**src/cache_ctl_pkg.sv**
```systemverilog
// Constants shared by both ends of the cache control link.
// Assumes one clock, pclk, and an active-low asynchronous reset.
//
// Notes on behaviour
// (RQ1) Control register: 16 bits, half-word access only
// (RQ2) Data way bits suppress refill per way
// (RQ3) Instruction way bits suppress refill per way
// (RQ4) Write-back: alloc bit picks cache or memory
// (RQ5) Write-through forces no-allocate on write miss
// (RQ6) Policy bit: 0 write-back, 1 write-through
// (RQ7) Data invalidate clears all valid flags, reads 0
// (RQ8) Instr invalidate clears all valid flags, reads 0
// (RQ9) Data busy flag, read-only, polled by software
// (RQ10) Instr busy flag, read-only, polled by software
// (RQ11) Data cache enable, resets to 0
// (RQ12) Instruction cache enable, resets to 0
// (RQ13) Software programs and invalidates before use
// (RQ14) Busy reads 1 throughout an invalidate sweep

package cache_ctl_pkg;

	// ==========================================================
	// Control register location and access size
	localparam logic [31:0] CTRL_ADDR   = 32'hC0000070;
	localparam logic [1:0]  SIZE_BYTE   = 2'h0;
	localparam logic [1:0]  SIZE_HALF   = 2'h1;
	localparam logic [1:0]  SIZE_WORD   = 2'h3;

	// ==========================================================
	// Control register fields
	localparam int          DWAY_LSB    = 12;
	localparam int          IWAY_LSB    = 8;
	localparam int          ALLOC_BIT   = 7;
	localparam int          WPOL_BIT    = 6;
	localparam int          DINV_BIT    = 5;
	localparam int          IINV_BIT    = 4;
	localparam int          DBUSY_BIT   = 3;
	localparam int          IBUSY_BIT   = 2;
	localparam int          DEN_BIT     = 1;
	localparam int          IEN_BIT     = 0;
	localparam logic [15:0] CTRL_RESET  = 16'h0000;
	// Bits that hold state; strobes and busy flags are not stored
	localparam logic [15:0] CTRL_STORED = 16'hFFC3;

	// ==========================================================
	// Cache geometry
	localparam int          NUM_WAYS    = 4;
	localparam int          NUM_ENTRIES = 256;
	localparam int          IDX_W       = 8;

	// ==========================================================
	// Controller APB register map
	localparam logic [11:0] OFS_WDATA   = 12'h000;
	localparam logic [11:0] OFS_CMD     = 12'h004;
	localparam logic [11:0] OFS_STATUS  = 12'h008;
	localparam logic [11:0] OFS_RDATA   = 12'h00C;
	localparam logic [11:0] OFS_ADDR    = 12'h010;
	localparam int          CMD_GO_BIT  = 0;
	localparam int          CMD_WR_BIT  = 1;
	localparam int          CMD_SZ_LSB  = 2;
	localparam int          ST_PEND_BIT = 0;
	localparam int          ST_DONE_BIT = 1;
	localparam int          ST_ERR_BIT  = 2;

endpackage : cache_ctl_pkg

```
**src/cache_ctl_if.sv**
```systemverilog
// Link between the cache control register and the controller that drives it.
// Assumes both ends run on the same clock.
`timescale 1ns/100ps
`default_nettype none

interface cache_ctl_if;
	logic        req;
	logic        write;
	logic [31:0] addr;
	logic [1:0]  size;
	logic [15:0] wdata;
	logic [15:0] rdata;
	logic        ack;
	logic        err;

	modport dev  (input req, write, addr, size, wdata, output rdata, ack, err);
	modport host (output req, write, addr, size, wdata, input rdata, ack, err);
endinterface : cache_ctl_if

`default_nettype wire

```
**src/cache_control_unit.sv**
```systemverilog
// Cache control register with invalidate sweeps, refill and write-miss steering.
// Assumes cache-side inputs come from logic on pclk, so none is synchronised.
//
// Register access over the req/ack link from the APB controller was chosen for this implementation.
`timescale 1ns/100ps
`default_nettype none

module cache_control_unit
	import cache_ctl_pkg::*;
(
	// Clock and reset
	input  wire logic                          pclk,
	input  wire logic                          presetn,
	// Register access link
	cache_ctl_if.dev                           bus,
	// Instruction cache side
	output logic                               instr_cache_enable,
	output logic [cache_ctl_pkg::NUM_WAYS-1:0] instr_way_refill_inhibit,
	input  wire logic                          instr_activity,
	input  wire logic                          instr_refill_req,
	input  wire logic [1:0]                    instr_refill_way,
	output logic                               instr_refill_grant,
	output logic                               instr_inv_clear,
	output logic [cache_ctl_pkg::IDX_W-1:0]    instr_inv_index,
	// Data cache side
	output logic                               data_cache_enable,
	output logic [cache_ctl_pkg::NUM_WAYS-1:0] data_way_refill_inhibit,
	output logic                               data_write_policy,
	output logic                               data_write_miss_alloc_mode,
	input  wire logic                          data_activity,
	input  wire logic                          data_refill_req,
	input  wire logic [1:0]                    data_refill_way,
	output logic                               data_refill_grant,
	input  wire logic                          data_write_miss,
	output logic                               data_miss_to_cache,
	output logic                               data_miss_to_memory,
	output logic                               data_inv_clear,
	output logic [cache_ctl_pkg::IDX_W-1:0]    data_inv_index,
	// Busy flags as software sees them
	output logic                               instr_cache_busy,
	output logic                               data_cache_busy
);
	import cache_ctl_pkg::*;

	localparam logic [IDX_W-1:0] LAST_IDX = IDX_W'(NUM_ENTRIES - 1);

	logic [15:0]      ctrl_r;
	logic             ack_r;
	logic             err_r;
	logic [15:0]      rdata_r;
	logic             isweep_r;
	logic             dsweep_r;
	logic [IDX_W-1:0] iidx_r;
	logic [IDX_W-1:0] didx_r;
	logic             igrant_r;
	logic             dgrant_r;
	logic             to_cache_r;
	logic             to_mem_r;
	logic             new_req;
	logic             access_ok;
	logic             wr_ok;
	logic             istart;
	logic             dstart;
	logic             ibusy;
	logic             dbusy;
	logic [15:0]      ctrl_view;

	// ==========================================================
	// Helpers
	function automatic logic refill_ok(input logic en, input logic [NUM_WAYS-1:0] mask,
		input logic [1:0] way);
		refill_ok = en & ~mask[way];
	endfunction : refill_ok

	// ==========================================================
	// Access decode
	// A request is taken once; the ack cycle masks the still-held request
	assign new_req   = bus.req && !ack_r;
	assign access_ok = new_req && (bus.addr == CTRL_ADDR) && (bus.size == SIZE_HALF); // RQ1
	assign wr_ok     = access_ok && bus.write;
	assign istart    = wr_ok && bus.wdata[IINV_BIT];                                   // RQ8
	assign dstart    = wr_ok && bus.wdata[DINV_BIT];                                   // RQ7

	// Busy covers both the sweep and any activity reported by the cache itself
	assign ibusy = isweep_r | instr_activity;                                         // RQ10 RQ14
	assign dbusy = dsweep_r | data_activity;                                          // RQ9 RQ14

	always_comb
	begin
		ctrl_view            = ctrl_r & CTRL_STORED;                                   // RQ7 RQ8
		ctrl_view[IBUSY_BIT] = ibusy;                                                  // RQ10
		ctrl_view[DBUSY_BIT] = dbusy;                                                  // RQ9
	end

	// ==========================================================
	// Link answer
	always_ff @(posedge pclk or negedge presetn)
	begin
		if (!presetn)
		begin
			ack_r   <= 1'b0;
			err_r   <= 1'b0;
			rdata_r <= 16'h0000;
		end
		else
		begin
			ack_r <= new_req;
			err_r <= new_req && !access_ok;                                            // RQ1
			if (access_ok && !bus.write)
				rdata_r <= ctrl_view;
			else if (new_req)
				rdata_r <= 16'h0000;
		end
	end

	assign bus.ack   = ack_r;
	assign bus.err   = err_r;
	assign bus.rdata = rdata_r;

	// ==========================================================
	// Stored control bits
	always_ff @(posedge pclk or negedge presetn)
	begin
		if (!presetn)
			ctrl_r <= CTRL_RESET;                                                      // RQ11 RQ12
		else if (wr_ok)
			ctrl_r <= bus.wdata & CTRL_STORED;
	end

	assign instr_cache_enable         = ctrl_r[IEN_BIT];                               // RQ12
	assign data_cache_enable          = ctrl_r[DEN_BIT];                               // RQ11
	assign data_write_policy          = ctrl_r[WPOL_BIT];                              // RQ6
	assign data_write_miss_alloc_mode = ctrl_r[ALLOC_BIT];
	assign instr_way_refill_inhibit   = ctrl_r[IWAY_LSB +: NUM_WAYS];                  // RQ3
	assign data_way_refill_inhibit    = ctrl_r[DWAY_LSB +: NUM_WAYS];                  // RQ2

	// ==========================================================
	// Invalidate sweeps, one index in every way per cycle, over every entry of all ways
	// A new invalidate during a sweep restarts it, so no entry is skipped
	always_ff @(posedge pclk or negedge presetn)
	begin
		if (!presetn)
		begin
			isweep_r <= 1'b0;
			iidx_r   <= '0;
		end
		else if (istart)
		begin
			isweep_r <= 1'b1;                                                          // RQ8 RQ14
			iidx_r   <= '0;
		end
		else if (isweep_r)
		begin
			if (iidx_r == LAST_IDX)
				isweep_r <= 1'b0;                                                      // RQ14
			iidx_r <= iidx_r + 1'b1;
		end
	end

	always_ff @(posedge pclk or negedge presetn)
	begin
		if (!presetn)
		begin
			dsweep_r <= 1'b0;
			didx_r   <= '0;
		end
		else if (dstart)
		begin
			dsweep_r <= 1'b1;                                                          // RQ7 RQ14
			didx_r   <= '0;
		end
		else if (dsweep_r)
		begin
			if (didx_r == LAST_IDX)
				dsweep_r <= 1'b0;                                                      // RQ14
			didx_r <= didx_r + 1'b1;
		end
	end

	// Each clear pulse wipes the valid flag of one index in every way
	assign instr_inv_clear = isweep_r;                                                 // RQ8
	assign instr_inv_index = iidx_r;
	assign data_inv_clear  = dsweep_r;                                                 // RQ7
	assign data_inv_index  = didx_r;
	assign instr_cache_busy = ibusy;
	assign data_cache_busy  = dbusy;

	// ==========================================================
	// Refill permission; refused while a sweep would race the refill
	always_ff @(posedge pclk or negedge presetn)
	begin
		if (!presetn)
		begin
			igrant_r <= 1'b0;
			dgrant_r <= 1'b0;
		end
		else
		begin
			igrant_r <= instr_refill_req && !isweep_r
				&& refill_ok(ctrl_r[IEN_BIT], ctrl_r[IWAY_LSB +: NUM_WAYS], instr_refill_way); // RQ3
			dgrant_r <= data_refill_req && !dsweep_r
				&& refill_ok(ctrl_r[DEN_BIT], ctrl_r[DWAY_LSB +: NUM_WAYS], data_refill_way);  // RQ2
		end
	end

	assign instr_refill_grant = igrant_r;
	assign data_refill_grant  = dgrant_r;

	// ==========================================================
	// Write-miss steering: allocate only in write-back with alloc bit clear
	always_ff @(posedge pclk or negedge presetn)
	begin
		if (!presetn)
		begin
			to_cache_r <= 1'b0;
			to_mem_r   <= 1'b0;
		end
		else
		begin
			to_cache_r <= data_write_miss && ctrl_r[DEN_BIT]
				&& !ctrl_r[WPOL_BIT] && !ctrl_r[ALLOC_BIT];                            // RQ4 RQ5 RQ6
			to_mem_r   <= data_write_miss && !(ctrl_r[DEN_BIT]
				&& !ctrl_r[WPOL_BIT] && !ctrl_r[ALLOC_BIT]);                           // RQ4 RQ5
		end
	end

	assign data_miss_to_cache  = to_cache_r;
	assign data_miss_to_memory = to_mem_r;

endmodule : cache_control_unit

`default_nettype wire

```
**src/flat_wrapper.sv**
```systemverilog
// flat-port wrapper written by rule: the top's interface ports become plain ports
module cache_control_unit_flat import cache_ctl_pkg::*;
  (pclk, presetn, instr_cache_enable, instr_way_refill_inhibit, instr_activity, instr_refill_req, instr_refill_way, instr_refill_grant, instr_inv_clear, instr_inv_index, data_cache_enable, data_way_refill_inhibit, data_write_policy, data_write_miss_alloc_mode, data_activity, data_refill_req, data_refill_way, data_refill_grant, data_write_miss, data_miss_to_cache, data_miss_to_memory, data_inv_clear, data_inv_index, instr_cache_busy, data_cache_busy, bus_req, bus_write, bus_addr, bus_size, bus_wdata, bus_rdata, bus_ack, bus_err);
  cache_ctl_if bus_i ();
  input  wire logic pclk;
  input  wire logic presetn;
  output logic instr_cache_enable;
  output logic [cache_ctl_pkg::NUM_WAYS-1:0] instr_way_refill_inhibit;
  input  wire logic instr_activity;
  input  wire logic instr_refill_req;
  input  wire logic [1:0] instr_refill_way;
  output logic instr_refill_grant;
  output logic instr_inv_clear;
  output logic [cache_ctl_pkg::IDX_W-1:0] instr_inv_index;
  output logic data_cache_enable;
  output logic [cache_ctl_pkg::NUM_WAYS-1:0] data_way_refill_inhibit;
  output logic data_write_policy;
  output logic data_write_miss_alloc_mode;
  input  wire logic data_activity;
  input  wire logic data_refill_req;
  input  wire logic [1:0] data_refill_way;
  output logic data_refill_grant;
  input  wire logic data_write_miss;
  output logic data_miss_to_cache;
  output logic data_miss_to_memory;
  output logic data_inv_clear;
  output logic [cache_ctl_pkg::IDX_W-1:0] data_inv_index;
  output logic instr_cache_busy;
  output logic data_cache_busy;
  input wire logic [$bits(bus_i.req)-1:0] bus_req;
  input wire logic [$bits(bus_i.write)-1:0] bus_write;
  input wire logic [$bits(bus_i.addr)-1:0] bus_addr;
  input wire logic [$bits(bus_i.size)-1:0] bus_size;
  input wire logic [$bits(bus_i.wdata)-1:0] bus_wdata;
  output wire logic [$bits(bus_i.rdata)-1:0] bus_rdata;
  output wire logic [$bits(bus_i.ack)-1:0] bus_ack;
  output wire logic [$bits(bus_i.err)-1:0] bus_err;
  assign bus_i.req = bus_req;
  assign bus_i.write = bus_write;
  assign bus_i.addr = bus_addr;
  assign bus_i.size = bus_size;
  assign bus_i.wdata = bus_wdata;
  assign bus_rdata = bus_i.rdata;
  assign bus_ack = bus_i.ack;
  assign bus_err = bus_i.err;
  cache_control_unit u_core (.pclk(pclk), .presetn(presetn), .bus(bus_i), .instr_cache_enable(instr_cache_enable), .instr_way_refill_inhibit(instr_way_refill_inhibit), .instr_activity(instr_activity), .instr_refill_req(instr_refill_req), .instr_refill_way(instr_refill_way), .instr_refill_grant(instr_refill_grant), .instr_inv_clear(instr_inv_clear), .instr_inv_index(instr_inv_index), .data_cache_enable(data_cache_enable), .data_way_refill_inhibit(data_way_refill_inhibit), .data_write_policy(data_write_policy), .data_write_miss_alloc_mode(data_write_miss_alloc_mode), .data_activity(data_activity), .data_refill_req(data_refill_req), .data_refill_way(data_refill_way), .data_refill_grant(data_refill_grant), .data_write_miss(data_write_miss), .data_miss_to_cache(data_miss_to_cache), .data_miss_to_memory(data_miss_to_memory), .data_inv_clear(data_inv_clear), .data_inv_index(data_inv_index), .instr_cache_busy(instr_cache_busy), .data_cache_busy(data_cache_busy));
endmodule
```
**config.mk**
```make
export PLATFORM = sky130hd
export DESIGN_NAME = cache_control_unit_flat
export DESIGN_NICKNAME = d
export VERILOG_FILES = /design/src/cache_ctl_pkg.sv /design/src/cache_ctl_if.sv /design/src/cache_control_unit.sv /design/src/flat_wrapper.sv
export SDC_FILE = /design/constraint.sdc
export NUM_CORES = 1
export LEC_CHECK = 0
export BUFFER_PORTS_ARGS = -buffer_cell sky130_fd_sc_hd__buf_2
export CAP_MARGIN = 20
export CORE_MARGIN = 3
export CORE_UTILIZATION = 40
export CTS_BUF_LIST = sky130_fd_sc_hd__clkbuf_2 sky130_fd_sc_hd__clkbuf_4 sky130_fd_sc_hd__clkbuf_8
export DETAILED_ROUTE_END_ITERATION = 8
export GPL_TIMING_DRIVEN = 0
export PLACE_DENSITY = 0.75
export SLEW_MARGIN = 10
export SYNTH_ARGS = -nofsm -noshare
export SYNTH_HDL_FRONTEND = slang
export SYNTH_SLANG_ARGS = --single-unit
```
**constraint.sdc**
```tcl
create_clock -name pclk -period 3.1 [get_ports pclk]
set_input_delay 0.31 -clock pclk [delete_from_list [all_inputs] [get_ports pclk]]
set_output_delay 0.31 -clock pclk [all_outputs]
set_load 0.03 [all_outputs]
```
==> results.py, run 1 <==
metrics = {
    "cts": {
        "cts.reportedPaths.clkPinSlew_ns": 0.09,
        "clk-insertion-delay-late_ns": 0.29,
        "tritoncts_clock_tree": "yes",
        "post-cts-setup-buffers": 0,
        "cts_buffers": 5,
        "clock-root-buffer": "clkbuf_8",
        "cts-htree-levels": 2,
        "cts_num_sinks": 50,
        "max_root_sink_buffers": 2,
    },
    "floorplanning": {
        "coreArea_um2": 5300,
        "dieWidth_um": 81.3,
        "chipHeight_um": 81.3,
        "dieArea_um2": 6610,
        "initial_cell_density_of_the_core_pct": 42.8,
        "row_cnt": 26,
        "boundary_pin_count": 117,
    },
    "power": {
        "total_leakage_power_nw": 1.73,
        "power.ir.vdd_worst_mv": 0.180,
        "finalPower_mw": 1.11,
        "p_per_area_nw_per_um2": 367,
    },
    "synth": {
        "synth.avg_cell_area_um2": 12.7,
        "synth_sequential_area_ratio_pct": 55.2,
        "fraction_of_post_synthesis_cell_area_in_the_top_cell_type_by_area_pct": 55.2,
        "synthArstFlopShare_pct": 100,
        "netlist_area_um2": 2270,
        "synthCells": 178,
        "post_synth_edffs": 0,
        "synth_area_leaders": "dfrtp_1 (55%), a22o_1 (5.4%), mux2_4 (5.3%), nor2_1 (3.6%), nor4_4 (2.8%)",
        "yosys_warnings": 0,
        "synth_top_area_cell": "dfrtp_1",
        "ys_types": 36,
        "synth.ff_latch_count": 50,
        "dominantRegCellSynth": "dfrtp_1",
    },
    "global_routing": {
        "grt_usage_pct": 16.9,
        "antenna_found_initial": 0,
        "grt_first_pass_wirelength_um": 8470,
        "grt_pass1_vias": 1781,
        "grt_max_degree": 51,
        "globalRoute.totalOverflow": 0,
    },
    "hold_path": {
        "min_path_type": "in -> reg",
    },
    "route": {
        "number_of_nets_with_antenna_violations_after_detailed_routing": 0,
        "vias_per_cell": 4.89,
        "avgRoutedWirePerCell_um": 14.5,
        "drt_pass_1_iters": 4,
        "first_iter_violations": 28,
        "vias": 1810,
        "drt_wl_total_um": 5370,
        "drc": 0,
    },
    "setup_path": {
        "worst-setup-path-type": "reg -> reg",
        "critical_path.endpoint_type": "register",
        "arrival_ns": 2.09,
        "cp-start-kind": "register",
        "timing.critical_path.slowest_stage_cell": "or4_4",
        "worst_ep_required_time_ns": 3.26,
        "worstPathBufferInverterCount": 1,
        "critical_path.cell_chain": "nand2b_1, buf_12, or4_4, nor4_4, nor2_1",
        "cp_slowest_stage_delay_ns": 0.52,
        "critical_path.top_delay_family": "simple AND/OR/NAND/NOR gates",
        "timing.critical_path.fanout_max": 9,
    },
    "timing": {
        "clock.fmax_ghz": 0.517,
        "final.setup_skew_ns": 0.00903,
        "totalNegativeSetupSlack_ns": 0,
        "grt_setup_unrepaired": "no",
        "finalMaxSlewViolations": 0,
        "timing.final.setup_violations": 0,
        "period_minus_slack_ns": 1.93,
        "timing.final.hold_violations": 0,
        "layout_worst_path_cycle_share_pct": 62.4,
    },
    "run_status": {
        "run_status": "finished, final reports clean",
    },
    "place": {
        "cell_count_after_placement": 361,
        "placement.io_buffers": 112,
        "finalWeightedCongestion": 0.786,
        "place.detailed.hpwl_um": 4150,
    },
    "layout": {
        "layout.cells.non_filler": 370,
        "antenna_cells": 0,
        "layout-drive-gt1-share_pct": 48.3,
        "num-nets-final": 365,
        "area_growth_syn_to_layout_pct": 33.8,
    },
    "flow_run": {
        "maxcap_viol_count": 0,
    },
}
-- cell type report --
class,count,area [um2]
Buffer,9,63.8
Clock buffer,6,76.3
Clock inverter,1,7.51
Fill cell,486,2270
Inverter,3,11.3
Multi-Input combinational cell,117,945
Sequential cell,50,1250
Tap cell,70,87.6
Timing Repair Buffer,114,591
-- registers in the layout, indices dropped and copies added (netlist names) --
| register | count |
|---|---|
| u_core.instr_inv_index | 8 |
| u_core.data_inv_clear | 1 |
| u_core.instr_inv_clear | 1 |
| u_core.bus.ack | 1 |
| u_core.data_refill_grant | 1 |
| u_core.data_inv_index | 8 |
| u_core.instr_refill_grant | 1 |
| u_core.bus.err | 1 |
| u_core.bus.rdata | 14 |
| u_core.ctrl_r | 12 |
| u_core.data_miss_to_cache | 1 |
| u_core.data_miss_to_memory | 1 |
-- where the power goes --
| group | internal [mW] | switching [mW] | total (mW) |
|---|---|---|---|
| logic | 0.0441 | 0.0496 | 0.0936 |
| clock network | 0.164 | 0.200 | 0.364 |
| registers | 0.654 | 0.000567 | 0.654 |
-- cell families (layout without fill, tap and decap cells) --
| logic type | count (synthesis) | count (layout) | synth area share, % |
|---|---|---|---|
| flops | 50 | 50 | 55.2 |
| mux | 16 | 16 | 10.2 |
| fa+ha+maj | 2 | 2 | 1.10 |
| compound gates | 20 | 20 | 6.90 |
| other cells | 1 | 2 | 0.165 |
| simple gates | 63 | 63 | 17.8 |
| xor+xnor | 14 | 14 | 5.41 |
| buf+inv | 12 | 133 | 3.31 |
-- Yosys cell counts (2+ instances only) --
master and instances:
mux2_4 8, inv_1 3, nand2_1 7, mux2_1 4, o21ai_0 2, or2_2 2
dfrtp_1 50, nor4_1 4, and3_1 3, nor4_4 3, nand4_1 8, nor4bb_1 2
buf_2 2, ha_1 2, nand4_2 2, o21ai_1 2, xnor2_1 7, clkbuf_1 3
a22o_1 14, xor2_1 7, mux4_2 2, nor2_1 22, mux2i_1 2, nor3_1 2
buf_4 3, nand3_1 2
-- layer usage --
| metal | global-route usage (%) | wire (um) |
|---|---|---|
| met1 | 21.9 | 2390 |
| met2 | 28.0 | 2610 |
| met3 | 4.21 | 326 |
| met4 | 4.56 | 37 |
| met5 | 0 | 0 |
-- path summary, 6_finish.rpt --
path / from / end / slack [ns] / depth (start not counted)
worst min-delay path: bus_wdata[0] / u_core.ctrl_r[0] / 0.22 / 2
min in group asynchronous: presetn / u_core.data_inv_index[0] / 0.49 / 2
worst max-delay path: u_core.bus.ack / u_core.instr_inv_index[7] / 1.17 / 5
worst max register to register: u_core.bus.ack / u_core.instr_inv_index[7] / 1.17 / 5
max in group asynchronous: presetn / u_core.ctrl_r[14] / 2.09 / 3
worst min register to register: u_core.bus.rdata[9] / u_core.bus.rdata[9] / 0.51 / 1
-- cell usage in the layout (no fill, tap or decap), types with 4 or more instances in the layout --
| cell type | count |
|---|---|
| a22o_1 | 14 |
| buf_2 | 114 |
| clkbuf_8 | 5 |
| dfrtp_1 | 50 |
| mux2_1 | 4 |
| mux2_4 | 8 |
| nand2_1 | 7 |
| nand4_1 | 8 |
| nor2_1 | 22 |
| nor4_1 | 4 |
| xnor2_1 | 7 |
| xor2_1 | 7 |
-- timing repair --
| item | 4_1_cts | 5_1_grt |
|---|---|---|
| resized for setup | 0 | 0 |
| hold buffers | 0 | 1 |
| hold endpoints to repair | 0 | 19 |
-- metrics by stage --
stage	util, %	worst slack, ns	hold WS (ns)	area (um2)
floorplan	-	1.18	0.0144	2270
global placement	55.0	0.945	0.483	2920
detailed placement	55.0	0.923	0.488	2920
CTS	56.6	1.13	0.217	3000
global route	57.2	1.04	0.204	3030
finish	57.2	1.17	0.221	3030
No activity file was read; power rests on OpenSTA's default activity.
==> run 2: changes to the inputs <==
--- a/config.mk
+++ b/config.mk
@@ -12,7 +12,7 @@
 export CTS_BUF_LIST = sky130_fd_sc_hd__clkbuf_2 sky130_fd_sc_hd__clkbuf_4 sky130_fd_sc_hd__clkbuf_8
 export DETAILED_ROUTE_END_ITERATION = 8
 export GPL_TIMING_DRIVEN = 0
-export PLACE_DENSITY = 0.75
+export PLACE_DENSITY = 0.78
 export SLEW_MARGIN = 10
 export SYNTH_ARGS = -nofsm -noshare
 export SYNTH_HDL_FRONTEND = slang
==> constraint.sdc (replaced) <==
create_clock -name pclk -period 1.6 [get_ports pclk]
set_input_delay 0.16 -clock pclk [delete_from_list [all_inputs] [get_ports pclk]]
set_output_delay 0.16 -clock pclk [all_outputs]
set_load 0.03 [all_outputs]
==> run 2 against run 1 <==
  * The flow now finishes with violations (negative setup slack)
  * Final cell count is 1.1% higher
  * Worst setup slack worse by 1.2 ns
  * Clock skew is 0.0017 ns higher
  * Maximum frequency is 17% higher
  * Clock power is 110% higher
  * Design area is 4.2% higher
  * Power is 98% higher
  * Register-to-register slack worse by 1.2 ns
  * Utilization is 2.4 points higher
  * Sequential share of layout area is 1.6 points lower
  * Highest routed layer unchanged
==> results.py, run 2 (synthesis gave the netlist of run 1 again) <==
metrics = {
    "power": {
        "finalPower_mw": 2.20,
        "total_leakage_power_nw": 1.74,
        "p_per_area_nw_per_um2": 696,
        "power.ir.vdd_worst_mv": 0.544,
    },
    "timing": {
        "timing.final.hold_violations": 0,
        "final_worst_setup_slack_ns": -0.0473,
        "finalMaxSlewViolations": 0,
        "clock.fmax_ghz": 0.607,
        "totalNegativeSetupSlack_ns": -0.570,
        "period_minus_slack_ns": 1.65,
        "timing.final.setup_violations": 20,
        "layout_worst_path_cycle_share_pct": 103,
        "final.setup_skew_ns": 0.0107,
        "grt_setup_unrepaired": "yes",
        "relSlewSlack_pct": 63.9,
        "tightestPinTransition_ns": 0.542,
    },
    "route": {
        "first_iter_violations": 49,
        "vias": 1859,
        "avgRoutedWirePerCell_um": 15.2,
        "number_of_nets_with_antenna_violations_after_detailed_routing": 0,
        "drt_pass_1_iters": 4,
        "drt_wl_total_um": 5680,
        "vias_per_cell": 4.97,
        "drc": 0,
    },
    "setup_path": {
        "worst-setup-path-type": "reg -> reg",
        "worstPathBufferInverterCount": 1,
        "timing.critical_path.slowest_stage_cell": "or4_4",
        "reg2reg_slack_ns": -0.05,
        "worst_ep_required_time_ns": 1.78,
        "critical_path.cell_chain": "nand2b_4, or4_4, nor4_4, buf_6, nor2_2",
        "critical_path.endpoint_type": "register",
        "cp-start-kind": "register",
        "cp_slowest_stage_delay_ns": 0.54,
        "r2r_endpoint": "u_core.data_inv_index[3]",
        "timing.critical_path.fanout_max": 8,
        "arrival_ns": 1.83,
        "critical_path.top_delay_family": "simple AND/OR/NAND/NOR gates",
        "r2r-start": "u_core.bus.ack",
        "worstRegToRegCells": 5,
    },
    "place": {
        "placement.io_buffers": 112,
        "place.detailed.hpwl_um": 4290,
        "placedInstanceArea_um2": 2960,
        "finalWeightedCongestion": 0.776,
    },
    "global_routing": {
        "grt_usage_pct": 17.4,
        "grt_first_pass_wirelength_um": 8800,
        "grt_pass1_vias": 1847,
        "antenna_found_initial": 0,
        "grt_max_degree": 51,
        "globalRoute.totalOverflow": 0,
    },
    "cts": {
        "clk-insertion-delay-late_ns": 0.29,
        "clock-root-buffer": "clkbuf_8",
        "cts-htree-levels": 2,
        "cts.reportedPaths.clkPinSlew_ns": 0.10,
        "max_root_sink_buffers": 2,
        "cts_buffers": 5,
        "tritoncts_clock_tree": "yes",
        "cts_num_sinks": 50,
    },
    "floorplanning": {
        "initial_cell_density_of_the_core_pct": 42.8,
        "chipHeight_um": 81.3,
        "boundary_pin_count": 117,
        "row_cnt": 26,
        "coreArea_um2": 5300,
        "dieWidth_um": 81.3,
        "dieArea_um2": 6610,
    },
    "hold_path": {
        "hold_startpoint": "bus_wdata[6]",
        "min_path_type": "in -> reg",
        "min_delay_worst_endpoint": "u_core.ctrl_r[6]",
        "instance_count_along_the_most_critical_hold_path": 2,
    },
    "layout": {
        "most-common-layout-cells": "buf_2 (112), dfrtp_1 (49), a22o_1 (14)",
        "layout_commonest_cell": "buf_2",
        "layout-drive-gt1-share_pct": 55.6,
        "antenna_cells": 0,
        "area_growth_syn_to_layout_pct": 39.3,
        "fin_area_um2": 3160,
        "num-nets-final": 368,
        "largest_register_ff_count": 14,
    },
    "run_status": {
        "failing_checks": "negative setup slack",
        "run_status": "finished with violations",
    },
    "flow_run": {
        "maxcap_viol_count": 0,
    },
}
run 2: metrics by stage:
step / util (%) / cells / hold slack, ns / setup slack [ns]
2_1_floorplan: - / 179 / -0.136 / -0.298
3_3_place_gp: 55.9 / 361 / 0.391 / -0.447
3_5_place_dp: 55.9 / 361 / 0.395 / -0.467
4_1_cts: 58.2 / 372 / 0.0879 / -0.101
5_1_grt: 59.6 / 374 / 0.0818 / -0.107
6_report: 59.6 / 374 / 0.0947 / -0.0473
run 2: worst register-to-register path, stage by stage, from the launching register on:
cell      delay (ns)
dfrtp_2         0.41
nand2b_4        0.18
or4_4           0.54
nor4_4          0.17
buf_6           0.18
nor2_2          0.05
run 2: what timing repair did:
action                     in CTS  in global routing
hold endpoints to repair        0                 15
hold buffers                    0                  1
gates resized for setup         7                 15
setup endpoints to repair      44                 44
buffers inserted                5                  1
gates cloned                    0                  1
pin swaps                      14                  5
run 2: final cells by class:
| class | count | area [um2] |
|---|---|---|
| fillers | 462 | 2140 |
| flip-flops and latches | 50 | 1250 |
| multi-input cells | 117 | 1010 |
| repair buffers | 121 | 658 |
| well taps | 70 | 87.6 |
| clock buffers | 6 | 82.6 |
| plain buffers | 5 | 45.0 |
| clock inverters | 2 | 12.5 |
| inverters | 3 | 11.3 |
run 2: metal layers:
| layer | global-route usage, % | wire length [um] |
|---|---|---|
| met2 | 31.9 | 2930 |
| met4 | 2.03 | 12 |
| met1 | 21.5 | 2420 |
| met3 | 3.77 | 322 |
| met5 | 0 | 0 |
run 2: power by group:
part           leakage [nW]  internal [mW]  switching [mW]
combinational          1.00         0.0835          0.0974
clock                0.0472          0.348           0.401
sequential            0.692           1.27         0.00139
total                  1.74           1.70           0.500
run 2: worst max-delay path by stage:
stage | cells past startpoint | from | slack [ns] | endpoint
5_1_grt | 5 | u_core.bus.ack | -0.11 | u_core.data_inv_index[0]
4_1_cts | 5 | u_core.bus.ack | -0.10 | u_core.instr_inv_index[0]
3_5_place_dp | 5 | bus_addr[9] | -0.47 | u_core.data_inv_index[5]
3_3_place_gp | 5 | bus_addr[9] | -0.45 | u_core.data_inv_index[4]
2_1_floorplan | 5 | u_core.bus.ack | -0.30 | u_core.data_inv_index[0]
6_report | 5 | u_core.bus.ack | -0.05 | u_core.data_inv_index[3]
==> run 3: changes to the inputs <==
--- a/config.mk
+++ b/config.mk
@@ -12,6 +12,7 @@
 export CTS_BUF_LIST = sky130_fd_sc_hd__clkbuf_2 sky130_fd_sc_hd__clkbuf_4 sky130_fd_sc_hd__clkbuf_8
 export DETAILED_ROUTE_END_ITERATION = 8
 export GPL_TIMING_DRIVEN = 0
+export MAX_ROUTING_LAYER = met4
 export PLACE_DENSITY = 0.78
 export SLEW_MARGIN = 10
 export SYNTH_ARGS = -nofsm -noshare
==> constraint.sdc (replaced) <==
create_clock -name pclk -period 1.6 [get_ports pclk]
set_input_delay 0.16 -clock pclk [delete_from_list [all_inputs] [get_ports pclk]]
set_output_delay 0.16 -clock pclk [all_outputs]
set_load 0.05 [all_outputs]
==> run 3 against run 2 <==
  * The run now ends clean
  * Design area decreased by 0.63%
  * Sequential cell count did not move
  * Clock-buffer cell count unchanged
  * First-iteration DRC count increased by 4.1%
  * Global-route usage is 1.7 points higher
  * Critical path depth is 1 higher
  * Die area is the same
  * Maximum frequency grew 3.1%
  * Clock skew is 0.0041 ns lower
  * Non-clock buffer count is the same
  * Final cell count unchanged
==> results.py, run 3 (synthesis gave the netlist of run 1 again) <==
metrics = {
    "global_routing": {
        "globalRoute.busiestLayer": "met2",
        "antenna_found_initial": 0,
        "globalRoute.totalOverflow": 0,
        "grt_usage_pct": 19.2,
        "global_route.usage.met3_pct": 4.66,
        "grt_max_degree": 51,
        "grt_first_pass_wirelength_um": 9360,
        "grt.met2_usage_pct": 30.9,
        "grt_pass1_vias": 1890,
        "global_route_track_usage_on_met1_pct": 24.4,
    },
    "setup_path": {
        "worstRegToRegCells": 5,
        "arrival_ns": 1.78,
        "startpoint": "bus_addr[9]",
        "r2r-start": "u_core.bus.ack",
        "cp-start-kind": "input port",
        "timing.critical_path.fanout_max": 3,
        "critical_path.endpoint_type": "register",
        "reg2reg_slack_ns": 0.01,
        "r2r_endpoint": "u_core.ctrl_r[7]",
        "worst-setup-path-type": "in -> reg",
        "worst_ep_required_time_ns": 1.79,
    },
    "power": {
        "clock_power_share_pct": 34.5,
        "power.ir.vdd_worst_mv": 0.290,
        "net-switching-power_uw": 529,
        "p_seq_share_pct": 56.8,
        "power.combinational.fraction_pct": 8.7,
        "switching_fraction_pct": 23.7,
        "power_report.internal_total_mw": 1.70,
        "total_leakage_power_nw": 1.75,
        "p_per_area_nw_per_um2": 711,
        "finalPower_mw": 2.23,
    },
    "route": {
        "first_iter_violations": 51,
        "drc": 0,
        "drt_wl_total_um": 5850,
        "number_of_nets_with_antenna_violations_after_detailed_routing": 0,
        "vias_per_cell": 4.98,
        "avgRoutedWirePerCell_um": 15.6,
        "drt_pass_1_iters": 4,
        "vias": 1861,
    },
    "timing": {
        "grt_setup_unrepaired": "yes",
        "tightestPinTransition_ns": 0.630,
        "totalNegativeSetupSlack_ns": 0,
        "finalMaxSlewViolations": 0,
        "period_minus_slack_ns": 1.60,
        "timing.final.hold_violations": 0,
        "clock.fmax_ghz": 0.626,
        "layout_worst_path_cycle_share_pct": 99.8,
        "final.setup_skew_ns": 0.00660,
        "hold_slack_ns": 0.0817,
        "relSlewSlack_pct": 58.0,
        "timing.final.setup_violations": 0,
    },
    "hold_path": {
        "instance_count_along_the_most_critical_hold_path": 2,
        "min_delay_worst_endpoint": "u_core.ctrl_r[11]",
        "hold_startpoint": "bus_wdata[11]",
        "min_path_type": "in -> reg",
    },
    "layout": {
        "layout-drive-gt1-share_pct": 53.0,
        "layout.cells.non_filler": 374,
        "largest_register_ff_count": 14,
        "area_growth_syn_to_layout_pct": 38.5,
        "num-nets-final": 368,
        "antenna_cells": 0,
        "layout_commonest_cell": "buf_2",
        "most-common-layout-cells": "buf_2 (110), dfrtp_1 (48), nor2_1 (19)",
    },
    "floorplanning": {
        "coreArea_um2": 5300,
        "dieArea_um2": 6610,
        "chipHeight_um": 81.3,
        "row_cnt": 26,
        "boundary_pin_count": 117,
        "dieWidth_um": 81.3,
        "initial_cell_density_of_the_core_pct": 42.8,
    },
    "cts": {
        "cts-htree-levels": 2,
        "clk-insertion-delay-late_ns": 0.30,
        "cts_buffers": 5,
        "max_root_sink_buffers": 2,
        "clock-root-buffer": "clkbuf_8",
        "tritoncts_clock_tree": "yes",
        "cts_num_sinks": 50,
        "cts.reportedPaths.clkPinSlew_ns": 0.09,
    },
    "place": {
        "place.detailed.hpwl_um": 4410,
        "placement.io_buffers": 112,
        "finalWeightedCongestion": 0.803,
        "cell_count_after_placement": 361,
    },
    "run_status": {
        "run_status": "finished, final reports clean",
    },
    "flow_run": {
        "maxcap_viol_count": 0,
    },
}
==> run 3: changes by cell type in the layout (fill, tap and decap cells not counted), sizes merged <==
| cell | delta |
|---|---|
| inv | +1 |
| clkinv | -1 |
==> run 3: how the worst max path moves through the flow <==
stage / end / slack [ns]
4_1_cts: u_core.data_inv_index[0] / -0.07
6_report: u_core.ctrl_r[7] / 0.002
3_3_place_gp: u_core.data_inv_index[7] / -0.39
5_1_grt: u_core.ctrl_r[7] / -0.06
3_5_place_dp: u_core.data_inv_index[6] / -0.43
2_1_floorplan: u_core.data_inv_index[0] / -0.29
==> run 3: area by class of cell <==
| type | count | area, um2 |
|---|---|---|
| inverters | 3 | 11.3 |
| plain buffers | 6 | 61.3 |
| multi-input cells | 117 | 983 |
| well taps | 70 | 87.6 |
| repair buffers | 120 | 643 |
| clock inverters | 2 | 16.3 |
| fillers | 469 | 2160 |
| clock buffers | 6 | 82.6 |
| flip-flops and latches | 50 | 1250 |
==> run 3: layer usage <==
| layer | vias to the layer above | routed length, um |
|---|---|---|
| met3 | 9 | 434 |
| met2 | 72 | 2840 |
| li1 | 886 | - |
| met4 | 0 | 55 |
| met5 | - | 0 |
| met1 | 894 | 2510 |
==> run 3: timing repair <==
item | 4_1_cts | 5_1_grt
hold buffers | 0 | 1
gates cloned | 1 | 0
gates resized for setup | 7 | 7
setup endpoints to repair | 42 | 39
setup buffers | 5 | 1
pin swaps | 12 | 2
endpoints found under the hold margin | 0 | 50
==> run 3: critical path: stages <==
cell     delay, ns
buf_6         0.09
or4b_4        0.55
nor4_4        0.32
nand4_4       0.17
buf_4         0.19
mux2_4        0.29
==> run 3: per-stage QoR <==
step,instance area [um2],util [%],setup slack [ns]
finish,3140,59.2,0.00240
global route,3140,59.2,-0.0593
CTS,3100,58.4,-0.0743
global placement,2960,55.9,-0.385
floorplan,2310,-,-0.293
detailed placement,2960,55.9,-0.430
==> run 3: power groups by stage <==
stage          sequential [mW]  combinational [mW]  clock [mW]
2_1_floorplan             1.31              0.0616           0
3_3_place_gp              1.29               0.193           0
3_5_place_dp              1.29               0.195           0
4_1_cts                   1.27               0.192       0.806
5_1_grt                   1.27               0.214       0.868
6_report                  1.27               0.194       0.770
